File: src/rtl/vct_pkg.sv
// constants for the crt horizontal timing block and its index/data port pair
package vct_pkg;
  // legacy i/o port addresses; colour/mono select picks the range
  localparam logic [15:0] IO_MONO_INDEX  = 16'h03b4;
  localparam logic [15:0] IO_MONO_DATA   = 16'h03b5;
  localparam logic [15:0] IO_COLOR_INDEX = 16'h03d4;
  localparam logic [15:0] IO_COLOR_DATA  = 16'h03d5;

  localparam int          NUM_REGS    = 8;
  localparam logic [7:0]  INDEX_MASK  = 8'h1f;
  localparam logic [7:0]  INDEX_RESET = 8'h00;
  localparam logic [7:0]  REG_RESET   = 8'h00;

  localparam logic [4:0]  IDX_HTOTAL  = 5'h00;
  localparam logic [4:0]  IDX_HDE     = 5'h01;
  localparam logic [4:0]  IDX_HBS     = 5'h02;
  localparam logic [4:0]  IDX_HBE     = 5'h03;
  localparam logic [4:0]  IDX_HSS     = 5'h04;
  localparam logic [4:0]  IDX_HSE     = 5'h05;
  localparam logic [4:0]  IDX_VTOTAL  = 5'h06;
  localparam logic [4:0]  IDX_VOVF    = 5'h07;

  // field positions
  localparam int SKEW_LSB      = 5;
  localparam int HBE_MSB_BIT   = 7;
  localparam int OVF_VSS9_BIT  = 7;
  localparam int OVF_VDE9_BIT  = 6;
  localparam int OVF_VT9_BIT   = 5;
  localparam int OVF_LC8_BIT   = 4;
  localparam int OVF_VBS8_BIT  = 3;
  localparam int OVF_VSS8_BIT  = 2;
  localparam int OVF_VDE8_BIT  = 1;
  localparam int OVF_VT8_BIT   = 0;

  // write masks under the two locks
  localparam logic [7:0]  WMASK_ALL     = 8'hff;
  localparam logic [7:0]  WMASK_NONE    = 8'h00;
  localparam logic [7:0]  WMASK_LOCKED7 = 8'h10;

  // timing offsets
  localparam logic [8:0]  HTOTAL_ADD = 9'h005;
  localparam logic [11:0] VTOTAL_ADD = 12'h002;
  localparam logic [1:0]  DE_SKEW_MAX = 2'h2;
  localparam int          SKEW_DEPTH  = 3;
endpackage

File: src/rtl/vct_timing.sv
// crt horizontal timing generator with its index/data register port
//
// How it works
// - port pair decodes at 3Bx when colour select is 0, 3Dx when 1.
// - index bits 4:0 select the register; bits 7:5 are reserved.
// - hsync-to-hsync period is programmed total plus 5 character clocks.
// - active display lasts display-end value plus 1 character clocks.
// - panel lock blocks writes to display end and vertical display-end bit 9.
// - active-low blank asserts when counter reaches blank-start value.
// - blank end is six bits: low five plus sync-end bit 7.
// - display enable skew codes give 0, 1, 2, 2 character clocks.
// - hsync goes active when counter equals sync-start value.
// - hsync goes inactive when counter low five bits match sync end.
// - hsync skew codes give 0, 1, 2, 3 character clocks.
// - frame period is 11-bit vertical total plus 2 scan lines.
// - overflow bits 7..4: vsync start 9, display end 9, total 9, compare 8.
// - overflow bits 3..0: vblank start 8, vsync start 8, display end 8, total 8.
// - write lock blocks writes to indices 0..7, except overflow bit 4.
`timescale 1ns/10ps
module vct_timing (
  input  wire logic        i_sys_clk,
  input  wire logic        i_rst_b,
  input  wire logic        i_char_en,
  input  wire logic        i_color_sel,
  input  wire logic        i_panel_lock,
  input  wire logic        i_timing_write_lock,
  input  wire logic        i_vtotal_bit10,
  input  wire logic [15:0] i_io_addr,
  input  wire logic        i_io_wr,
  input  wire logic        i_io_rd,
  input  wire logic [7:0]  i_io_wdata,
  output logic             o_io_hit,
  output logic [7:0]       o_io_rdata,
  output logic             o_io_ack,
  output logic             o_hsync,
  output logic             o_blank_n,
  output logic             o_display_en,
  output logic             o_frame_start,
  output logic [11:0]      o_line_count,
  output logic [10:0]      o_vtotal,
  output logic [9:0]       o_vsync_start_high,
  output logic [9:0]       o_vdisplay_end_high,
  output logic             o_vblank_start_high_bit,
  output logic             o_line_compare_high_bit
);
  import vct_pkg::*;

  typedef struct packed {
    logic [7:0]                    idx;
    logic [NUM_REGS-1:0][7:0]      regs;
    logic [8:0]                    hcnt;
    logic [11:0]                   vcnt;
    logic                          hsync;
    logic                          blank_n;
    logic                          hde;
    logic                          frame_start;
    logic [7:0]                    rdata;
    logic                          ack;
  } vct_state_s;

  vct_state_s state_reg;
  vct_state_s state_next;

  logic [15:0] addr_index;
  logic [15:0] addr_data;
  logic        sel_index;
  logic        sel_data;
  logic        data_mapped;
  logic [2:0]  ridx;
  logic [7:0]  wmask;
  logic [8:0]  hlast;
  logic [11:0] vlast;
  logic [5:0]  hblank_end;
  logic [1:0]  hsync_skew;
  logic [1:0]  de_skew;
  logic        line_end;

  // address decode follows the colour/mono select
  always_comb begin
    addr_index = i_color_sel ? IO_COLOR_INDEX : IO_MONO_INDEX;
    addr_data  = i_color_sel ? IO_COLOR_DATA  : IO_MONO_DATA;
    sel_index  = (i_io_addr == addr_index);
    sel_data   = (i_io_addr == addr_data);
    ridx       = state_reg.idx[2:0];
    // only indices below eight live here; others belong to other blocks
    data_mapped = sel_data && (state_reg.idx[4:0] < 5'(NUM_REGS));
    o_io_hit   = sel_index || data_mapped;
  end

  // write masks for the two locks
  always_comb begin
    wmask = WMASK_ALL;
    if (i_timing_write_lock) begin
      wmask = (state_reg.idx[4:0] == IDX_VOVF) ? WMASK_LOCKED7 : WMASK_NONE;
    end
    if (i_panel_lock) begin
      if (state_reg.idx[4:0] == IDX_HDE) begin
        wmask = WMASK_NONE;
      end else if (state_reg.idx[4:0] == IDX_VOVF) begin
        wmask[OVF_VDE9_BIT] = 1'b0;
      end
    end
  end

  // field assembly
  always_comb begin
    hlast      = 9'({1'b0, state_reg.regs[IDX_HTOTAL[2:0]]} + HTOTAL_ADD - 9'h001);
    hblank_end = {state_reg.regs[IDX_HSE[2:0]][HBE_MSB_BIT],
                  state_reg.regs[IDX_HBE[2:0]][4:0]};
    hsync_skew = state_reg.regs[IDX_HSE[2:0]][SKEW_LSB+1:SKEW_LSB];
    de_skew    = state_reg.regs[IDX_HBE[2:0]][SKEW_LSB+1:SKEW_LSB];
    if (de_skew > DE_SKEW_MAX) begin
      de_skew = DE_SKEW_MAX;
    end
    o_vtotal = {i_vtotal_bit10,
                state_reg.regs[IDX_VOVF[2:0]][OVF_VT9_BIT],
                state_reg.regs[IDX_VOVF[2:0]][OVF_VT8_BIT],
                state_reg.regs[IDX_VTOTAL[2:0]]};
    vlast    = 12'({1'b0, o_vtotal} + VTOTAL_ADD - 12'h001);
    line_end = i_char_en && (state_reg.hcnt == hlast);
  end

  always_comb begin
    state_next             = state_reg;
    state_next.ack         = 1'b0;
    state_next.frame_start = 1'b0;

    // register port
    if (i_io_wr && sel_index) begin
      state_next.idx = i_io_wdata & INDEX_MASK;
    end else if (i_io_wr && data_mapped) begin
      state_next.regs[ridx] = (state_reg.regs[ridx] & ~wmask) | (i_io_wdata & wmask);
    end
    if (i_io_rd && o_io_hit) begin
      state_next.ack   = 1'b1;
      state_next.rdata = sel_index ? state_reg.idx : state_reg.regs[ridx];
    end

    // one character counter serves every horizontal compare
    if (i_char_en) begin
      state_next.hcnt = line_end ? '0 : 9'(state_reg.hcnt + 9'h001);
      if (state_next.hcnt[7:0] == state_reg.regs[IDX_HSS[2:0]] && !state_next.hcnt[8]) begin
        state_next.hsync = 1'b1;
      end else if (state_next.hcnt[4:0] == state_reg.regs[IDX_HSE[2:0]][4:0]) begin
        state_next.hsync = 1'b0;
      end
      if (state_next.hcnt[7:0] == state_reg.regs[IDX_HBS[2:0]] && !state_next.hcnt[8]) begin
        state_next.blank_n = 1'b0;
      end else if (state_next.hcnt[5:0] == hblank_end) begin
        state_next.blank_n = 1'b1;
      end
      state_next.hde = (state_next.hcnt <= {1'b0, state_reg.regs[IDX_HDE[2:0]]});
    end

    // scan line counter wraps after total plus two lines
    if (line_end) begin
      if (state_reg.vcnt >= vlast) begin
        state_next.vcnt        = '0;
        state_next.frame_start = 1'b1;
      end else begin
        state_next.vcnt = 12'(state_reg.vcnt + 12'h001);
      end
    end
  end

  always_ff @(posedge i_sys_clk) begin
    if (!i_rst_b) begin
      state_reg         <= '0;
      state_reg.idx     <= INDEX_RESET;
      state_reg.regs    <= {NUM_REGS{REG_RESET}};
      state_reg.blank_n <= 1'b1;
    end else begin
      state_reg <= state_next;
    end
  end

  // skews move the pulses, not the counter, so all compares stay aligned
  vct_skew #(
    .DEPTH(SKEW_DEPTH)
  ) u_hsync_skew (
    .i_sys_clk (i_sys_clk),
    .i_rst_b   (i_rst_b),
    .i_char_en (i_char_en),
    .i_din     (state_reg.hsync),
    .i_sel     (hsync_skew),
    .o_dout    (o_hsync)
  );

  vct_skew #(
    .DEPTH(SKEW_DEPTH)
  ) u_de_skew (
    .i_sys_clk (i_sys_clk),
    .i_rst_b   (i_rst_b),
    .i_char_en (i_char_en),
    .i_din     (state_reg.hde),
    .i_sel     (de_skew),
    .o_dout    (o_display_en)
  );

  always_comb begin
    o_io_rdata    = state_reg.rdata;
    o_io_ack      = state_reg.ack;
    o_blank_n     = state_reg.blank_n;
    o_frame_start = state_reg.frame_start;
    o_line_count  = state_reg.vcnt;
    o_vsync_start_high   = {state_reg.regs[IDX_VOVF[2:0]][OVF_VSS9_BIT],
                            state_reg.regs[IDX_VOVF[2:0]][OVF_VSS8_BIT], 8'h00};
    o_vdisplay_end_high  = {state_reg.regs[IDX_VOVF[2:0]][OVF_VDE9_BIT],
                            state_reg.regs[IDX_VOVF[2:0]][OVF_VDE8_BIT], 8'h00};
    o_vblank_start_high_bit = state_reg.regs[IDX_VOVF[2:0]][OVF_VBS8_BIT];
    o_line_compare_high_bit = state_reg.regs[IDX_VOVF[2:0]][OVF_LC8_BIT];
  end

  logic [8:0]            hs_gap;
  logic                  hs_seen;
  logic [8:0]            de_run;
  logic                  de_seen;
  logic [SKEW_DEPTH-1:0] hs_hist;
  logic [SKEW_DEPTH-1:0] de_hist;
  always_ff @(posedge i_sys_clk) begin
    if (!i_rst_b) begin
      hs_gap  <= '0;
      hs_seen <= 1'b0;
      de_run  <= '0;
      de_seen <= 1'b0;
      hs_hist <= '0;
      de_hist <= '0;
    end else begin
      // a reprogrammed or overrun line is no full period; wait for a clean one
      if (state_next.regs != state_reg.regs) begin
        hs_seen <= 1'b0;
        de_seen <= 1'b0;
      end else if (i_char_en) begin
        if (state_next.hsync && !state_reg.hsync) begin
          hs_seen <= (state_next.hcnt <= hlast);
        end
        if (state_next.hcnt == 9'h000) begin
          de_seen <= 1'b1;
        end
      end
      if (i_char_en) begin
        if (state_next.hsync && !state_reg.hsync) begin
          hs_gap <= 9'h001;
        end else begin
          hs_gap <= 9'(hs_gap + 9'h001);
        end
        de_run  <= state_next.hde ? 9'(de_run + 9'h001) : '0;
        hs_hist <= {hs_hist[SKEW_DEPTH-2:0], state_reg.hsync};
        de_hist <= {de_hist[SKEW_DEPTH-2:0], state_reg.hde};
      end
    end
  end
endmodule // vct_timing

File: src/rtl/vct_skew.sv
// character-clock delay line with selectable tap
`timescale 1ns/10ps
module vct_skew #(
  parameter int DEPTH = 3
) (
  input  wire logic       i_sys_clk,
  input  wire logic       i_rst_b,
  input  wire logic       i_char_en,
  input  wire logic       i_din,
  input  wire logic [1:0] i_sel,
  output logic            o_dout
);
  typedef struct packed {
    logic [DEPTH-1:0] pipe;
  } vct_skew_s;

  vct_skew_s state_reg;
  vct_skew_s state_next;

  always_comb begin
    state_next = state_reg;
    if (i_char_en) begin
      state_next.pipe = {state_reg.pipe[DEPTH-2:0], i_din};
    end
  end

  always_ff @(posedge i_sys_clk) begin
    if (!i_rst_b) begin
      state_reg <= '0;
    end else begin
      state_reg <= state_next;
    end
  end

  // tap zero is the undelayed input, which is already a flip-flop upstream
  always_comb begin
    if (i_sel == 2'h0) begin
      o_dout = i_din;
    end else if (int'(i_sel) > DEPTH) begin
      o_dout = state_reg.pipe[DEPTH-1];
    end else begin
      o_dout = state_reg.pipe[int'(i_sel) - 1];
    end
  end
endmodule // vct_skew

File: config.mk
export PLATFORM = sky130hd
export DESIGN_NAME = vct_timing
export DESIGN_NICKNAME = d
export VERILOG_FILES = /design/src/rtl/vct_pkg.sv /design/src/rtl/vct_timing.sv /design/src/rtl/vct_skew.sv
export SDC_FILE = /design/constraint.sdc
export NUM_CORES = 1
export LEC_CHECK = 0
export ABC_CLOCK_PERIOD_IN_PS = 6600
export BUFFER_PORTS_ARGS = -buffer_cell sky130_fd_sc_hd__clkbuf_2
export CAP_MARGIN = 20
export CORE_UTILIZATION = 40
export DETAILED_ROUTE_END_ITERATION = 6
export HOLD_SLACK_MARGIN = 0.08
export PLACE_DENSITY = 0.7
export SYNTH_ARGS = -nofsm -noshare
export SYNTH_HDL_FRONTEND = slang
export SYNTH_SLANG_ARGS = --single-unit
File: constraint.sdc
create_clock -name i_sys_clk -period 6.6 [get_ports i_sys_clk]
set_input_delay 1.32 -clock i_sys_clk [delete_from_list [all_inputs] [get_ports i_sys_clk]]
set_output_delay 1.32 -clock i_sys_clk [all_outputs]
set_load 0.02 [all_outputs]
Word level (Yosys, flattened, before mapping)
Index checks and enable logic that the tools add are counted.
{"block": "totals", "regBits": 109, "out_inout_bits": 59}
{"block": "op_classes", "n_eq_ne": 9, "addsub": 8, "reduce_logical": 18, "mux": 32, "bitwise_logic": 5, "order_cmp": 8}
{"cell": "bitwise mux 64 bit", "count": 1}
{"cell": "< comparator 32 x 4 -> 1 bit (second input constant)", "count": 2}
{"cell": "2-to-1 mux 8 bit", "count": 5}
{"cell": "equality test 16 x 10 -> 1 bit", "count": 2}
{"cell": "binary-select mux 8 bit (select 3 bit)", "count": 1}
{"cell": "demux 8 bit (select 3 bit)", "count": 1}
{"cell": "bitwise AND 8 bit", "count": 2}
{"cell": "equality test 8 bit", "count": 2}
{"cell": "2-to-1 mux 1 bit", "count": 15}
{"cell": "2-to-1 mux 7 bit", "count": 2}
{"cell": "adder 11 x 2 -> 12 bit (second input constant)", "count": 1}
{"cell": "adder 12 x 1 -> 12 bit (second input constant)", "count": 1}
{"cell": ">= comparator 12 bit", "count": 1}
{"cell": "2-to-1 mux 12 bit", "count": 1}
{"cell": "subtractor 12 x 1 -> 12 bit (second input constant)", "count": 1}
{"cell": "adder 8 x 3 -> 9 bit (second input constant)", "count": 1}
{"cell": "adder 9 x 1 -> 9 bit (second input constant)", "count": 1}
{"cell": "equality test 9 bit", "count": 1}
{"cell": "<= comparator 9 x 8 -> 1 bit", "count": 1}
{"cell": "2-to-1 mux 9 bit", "count": 1}
{"cell": "subtractor 9 x 1 -> 9 bit (second input constant)", "count": 1}
{"cell": "logical AND 1 bit", "count": 8}
{"cell": "NOT 8 bit", "count": 1}
{"cell": "bitwise OR 8 bit", "count": 1}
{"cell": "other kinds (19)", "count": 26}

Depth between registers and ports, before layout
{"block": "logic_depth", "ltp_word": 10, "ltp_mapped": 17, "mapped_depth_nobuf": 16}

Cells and area by module
A second synthesis with hierarchy kept.
{"block": "hier_totals", "hier_cells": 828, "hier_area_um2": 6972.9}
{"mod": "vct_timing", "cells_each": 796, "seq_area_each_um2": 2062.0, "area_per_inst_um2": 6632.6, "instances": 1}
{"mod": "vct_skew", "cells_each": 16, "seq_area_each_um2": 60.1, "area_per_inst_um2": 170.2, "instances": 2}

Worst setup path after synthesis
Ideal clock, no wire load.
{"block": "synth_path", "path_type": "in2reg", "start": "in i_char_en", "end": "reg state_reg[10] (netlist bit)", "setup_slack_ns": 2.603, "t_arrival_ns": 3.905, "setup_ns": 0.092, "stages": 15, "cell_sequence": "clkbuf_1 -> nand3_1 -> a2111oi_4 -> buf_4 -> buf_2 -> nor2_1 -> ha_1 -> nor2b_1 -> o21ai_0 -> nand2b_1 -> a21oi_1 -> nor2b_1 -> o21ai_0 -> a21oi_1 -> o32ai_1"}
{"block": "synth_via", "elab_chain_cells": 3}
{"item": "start: declaration", "line": "vct_timing.sv:23", "rtl": "input wire logic i_char_en,"}
{"item": "logical AND 1 bit", "line": "vct_timing.sv:120", "rtl": "line_end = i_char_en && (state_reg.hcnt == hlast);"}
{"item": "2-to-1 mux 9 bit", "line": "vct_timing.sv:141", "rtl": "state_next.hcnt = line_end ? '0 : 9'(state_reg.hcnt + 9'h001);"}
{"item": "<= comparator 9 x 8 -> 1 bit", "line": "vct_timing.sv:152", "rtl": "state_next.hde = (state_next.hcnt <= {1'b0, state_reg.regs[IDX_HDE[2:0]]});"}
{"item": "end signal: assignment", "line": "vct_timing.sv:173", "rtl": "state_reg <= state_next;"}
{"item": "end: declaration", "line": "vct_timing.sv:61", "rtl": "vct_state_s state_reg;"}
Several ways; a longest one is shown, not always the timed one.
A chain may end at the register's enable or synchronous reset.

Final worst setup path
{"block": "layout_path", "start": "in i_io_addr[1]", "end": "out o_io_hit"}
{"block": "layout_via", "elab_chain_cells": 3}
{"item": "start: declaration", "line": "vct_timing.sv:28", "rtl": "input wire logic [15:0] i_io_addr,"}
{"item": "equality test 16 x 10 -> 1 bit", "line": "vct_timing.sv:83", "rtl": "sel_data = (i_io_addr == addr_data);"}
{"item": "logical AND 1 bit", "line": "vct_timing.sv:86", "rtl": "data_mapped = sel_data && (state_reg.idx[4:0] < 5'(NUM_REGS));"}
{"item": "logical OR 1 bit *", "line": "vct_timing.sv:87", "rtl": "o_io_hit = sel_index || data_mapped;"}
{"item": "end: declaration", "line": "vct_timing.sv:32", "rtl": "output logic o_io_hit,"}
Every way passes the cells marked *; elsewhere a longest branch is shown, timed or not.

==> reports/qor.yml <==
outcome:
  status: "complete, but fails checks"
  violations: "design-rule violations"
placement:
  placed_area_sq_um: 6880
  gp_congestion: 0.951
  dp_hpwl_um: 13600
  io_buffers: 75
synth:
  synth_cell_types: 61
  ys_seq_area_share_pct: 32.5
  synth_top_area_share_pct: 32.5
  yosys.area.top_type: "dfxtp_1"
  synth_edf_count: 0
  synth_cells: 837
  synth_commonest_cells: "151 x nand2_1, 108 x dfxtp_1, 88 x a21oi_1"
  synthTopCellsByArea: "dfxtp_1 32%, nand2_1 8.5%, a21oi_1 6.6%"
  synth_seq_cells: 108
  avgSynthCellArea_sq_um: 7.95
  ys_warn_count: 0
  synth_async_sr_flop_share_pct: 0
  yosysMostFrequentCell: "nand2_1"
  netlist_area_sq_um: 6650
  ys_dominant_reg_cell: "dfxtp_1"
routing:
  via_count: 5962
  drt-pass1-iter-count: 7
  wl_um: 18600
  drcViolationCount: 6
  ant_nets: 0
  drtIter0Drc: 681
  viasPerCell: 5.52
  wl_per_cell_um: 17.2
sta:
  max_slew_margin_pct: 23.1
  holdWs_ns: 0.454
  setup_viol: 0
  fin_crit_sh_pct: 62.9
  layout_min_cycle_time_ns: 4.15
  worst_pin_slew_ns: 1.12
  max_freq_mhz: 241
  rsz0062_at_grt: "false"
  drv_slew: 0
  hold_viol_final: 0
  fin_skew_ns: 0.00710
  finalSetupTns_ns: 0
grt:
  antenna_found_initial: 0
  grt_start_max_net_pins: 95
  overflow: 0
  grt.total_usage_pct: 22.6
  grt_pass1_wl_um: 29300
  grt_pass1_vias: 5367
worst_setup_path:
  cp.arrival_ns: 2.83
  r2r_start: "state_reg[36]"
  required_ns: 5.28
  critPathKind: "in -> out"
  rrSetupSlack_ns: 2.87
  cp-start-kind: "input port"
  ff2ff_path_depth: 13
  critPathMaxFanout: 5
  timing.rr.end: "state_reg[10]"
  critPathCaptureType: "primary output"
layout:
  diodes: 0
  syn_to_final_growth_pct: 7.58
  largest_reg_flops: 53
  drive_above_1_share_pct: 15.1
  fillers: 1641
  regArea_sq_um: 2160
  multi_input_area_sq_um: 3930
  finish.instance_area_sq_um: 7160
  layout.nets: 918
clock_network:
  htreeDepth: 3
  cts_buffer_depth: 2
  cts_resized: 0
  tritoncts: "yes"
  numCtsBuffers: 9
  cts.hold.buffers_added: 0
  cts.clk_slew.worst_paths_ns: 0.07
  cts.sinks: 108
  clockRootBuffer: "clkbuf_16"
  clk_latency_ns: 0.36
  post-cts-setup-buffers: 0
floorplanning:
  rows: 46
  io_pins: 92
  dieArea_sq_um: 17200
  start_util_pct: 41.4
  die_y_um: 131
  core_sq_um: 16100
  die_w_um: 131
power:
  pwr-share-comb_pct: 7.4
  clkPwrFrac_pct: 41.3
  ir_worst_vdd_v: 0.000130
  p_sw_share_pct: 24.9
  power.internal_mw: 0.966
  p_switching_mw: 0.320
  p_leak_nw: 2.75
  pwr-share-seq_pct: 51.3
  total_power_mw: 1.29
  power_density_nw_per_um2: 180
worst_hold_path:
  min_to: "o_io_rdata[3]"
  worstHoldStart: "o_io_rdata[3]"
  min_path_cells: 2
  hp-class: "reg -> reg"
job:
  drv_cap: 0
power groups by stage:
stage | sequential, mW | combinational [mW] | clock, mW
6_report | 0.660 | 0.0950 | 0.531
5_1_grt | 0.661 | 0.105 | 0.557
4_1_cts | 0.660 | 0.0942 | 0.536
3_5_place_dp | 0.676 | 0.0941 | 0
3_3_place_gp | 0.676 | 0.0938 | 0
2_1_floorplan | 0.673 | 0.0747 | 0
critical path: stages:
cell and delay, ns:
clkbuf_2 0.07, or4_1 0.50, nor4_1 0.25, nand3_1 0.14, nor2b_1 0.30, clkbuf_2 0.23
stage by stage:
| stage | std cells | utilization [%] | setup slack, ns |
|---|---|---|---|
| 6_report | 1081 | 44.6 | 2.45 |
| 5_1_grt | 1081 | 44.6 | 2.33 |
| 4_1_cts | 1081 | 44.6 | 2.46 |
| 3_5_place_dp | 1065 | 42.8 | 2.30 |
| 3_3_place_gp | 1065 | 42.8 | 2.34 |
| 2_1_floorplan | 852 | - | 2.60 |
layout make-up:
| cell class | count | share of cell area [%] |
|---|---|---|
| Multi-Input combinational cell | 635 | 54.9 |
| Sequential cell | 108 | 30.2 |
| Timing Repair Buffer | 80 | 5.77 |
| Tap cell | 216 | 3.78 |
| Clock buffer | 13 | 3.64 |
| Inverter | 26 | 1.36 |
| Clock inverter | 3 | 0.297 |
placed cells by master (no fill, tap or decap), types with 3 or more instances in the layout:
cell type	netlist	final
mux2_2	12	12
a21o_1	8	8
nor3b_1	5	5
a21oi_1	88	88
mux4_2	8	8
nand3_1	24	24
nor4_1	3	3
mux2i_1	34	34
nand2b_1	8	8
conb_1	1	16
a31oi_1	11	11
clkbuf_16	0	9
nand3b_1	6	6
o221ai_1	3	3
o211ai_1	3	3
o32ai_1	5	5
buf_4	52	5
xor2_1	20	20
nand4_1	9	9
o21ai_0	13	13
nand2_1	151	151
inv_1	24	24
clkbuf_2	0	75
nor2_1	76	76
and3_1	11	11
nor2_2	5	5
ha_1	25	25
xnor2_1	27	27
dfxtp_1	108	108
nor2b_1	6	6
o22ai_1	7	7
nor3_2	4	4
nor3_1	17	17
worst max path at each step:
| stage | endpoint | slack [ns] | from |
|---|---|---|---|
| 2_1_floorplan | state_reg[10] | 2.60 | i_char_en |
| 3_3_place_gp | state_reg[10] | 2.34 | i_char_en |
| 3_5_place_dp | state_reg[10] | 2.30 | i_char_en |
| 4_1_cts | o_io_hit | 2.46 | i_io_addr[1] |
| 5_1_grt | o_io_hit | 2.33 | i_io_addr[1] |
| 6_report | o_io_hit | 2.45 | i_io_addr[1] |
cell families after synthesis:
family / count (synthesis) / share of synthesized area [%]
compound gates: 159 / 14.7
xor+xnor: 47 / 6.19
fa+ha+maj: 25 / 4.70
buf+inv: 109 / 9.23
flops: 108 / 32.5
mux: 54 / 9.86
other cells: 1 / 0.0564
simple gates: 334 / 22.8
layer usage:
metal  vias up  part of all wire, %  GRT usage, %
met2       224                   45          34.9
met5         -                    0             0
li1       2892                    -             -
met4         0                  3.3          10.2
met1      2801                   45          30.9
met3        45                  6.8          3.62
No activity file was read; power rests on OpenSTA's default activity.
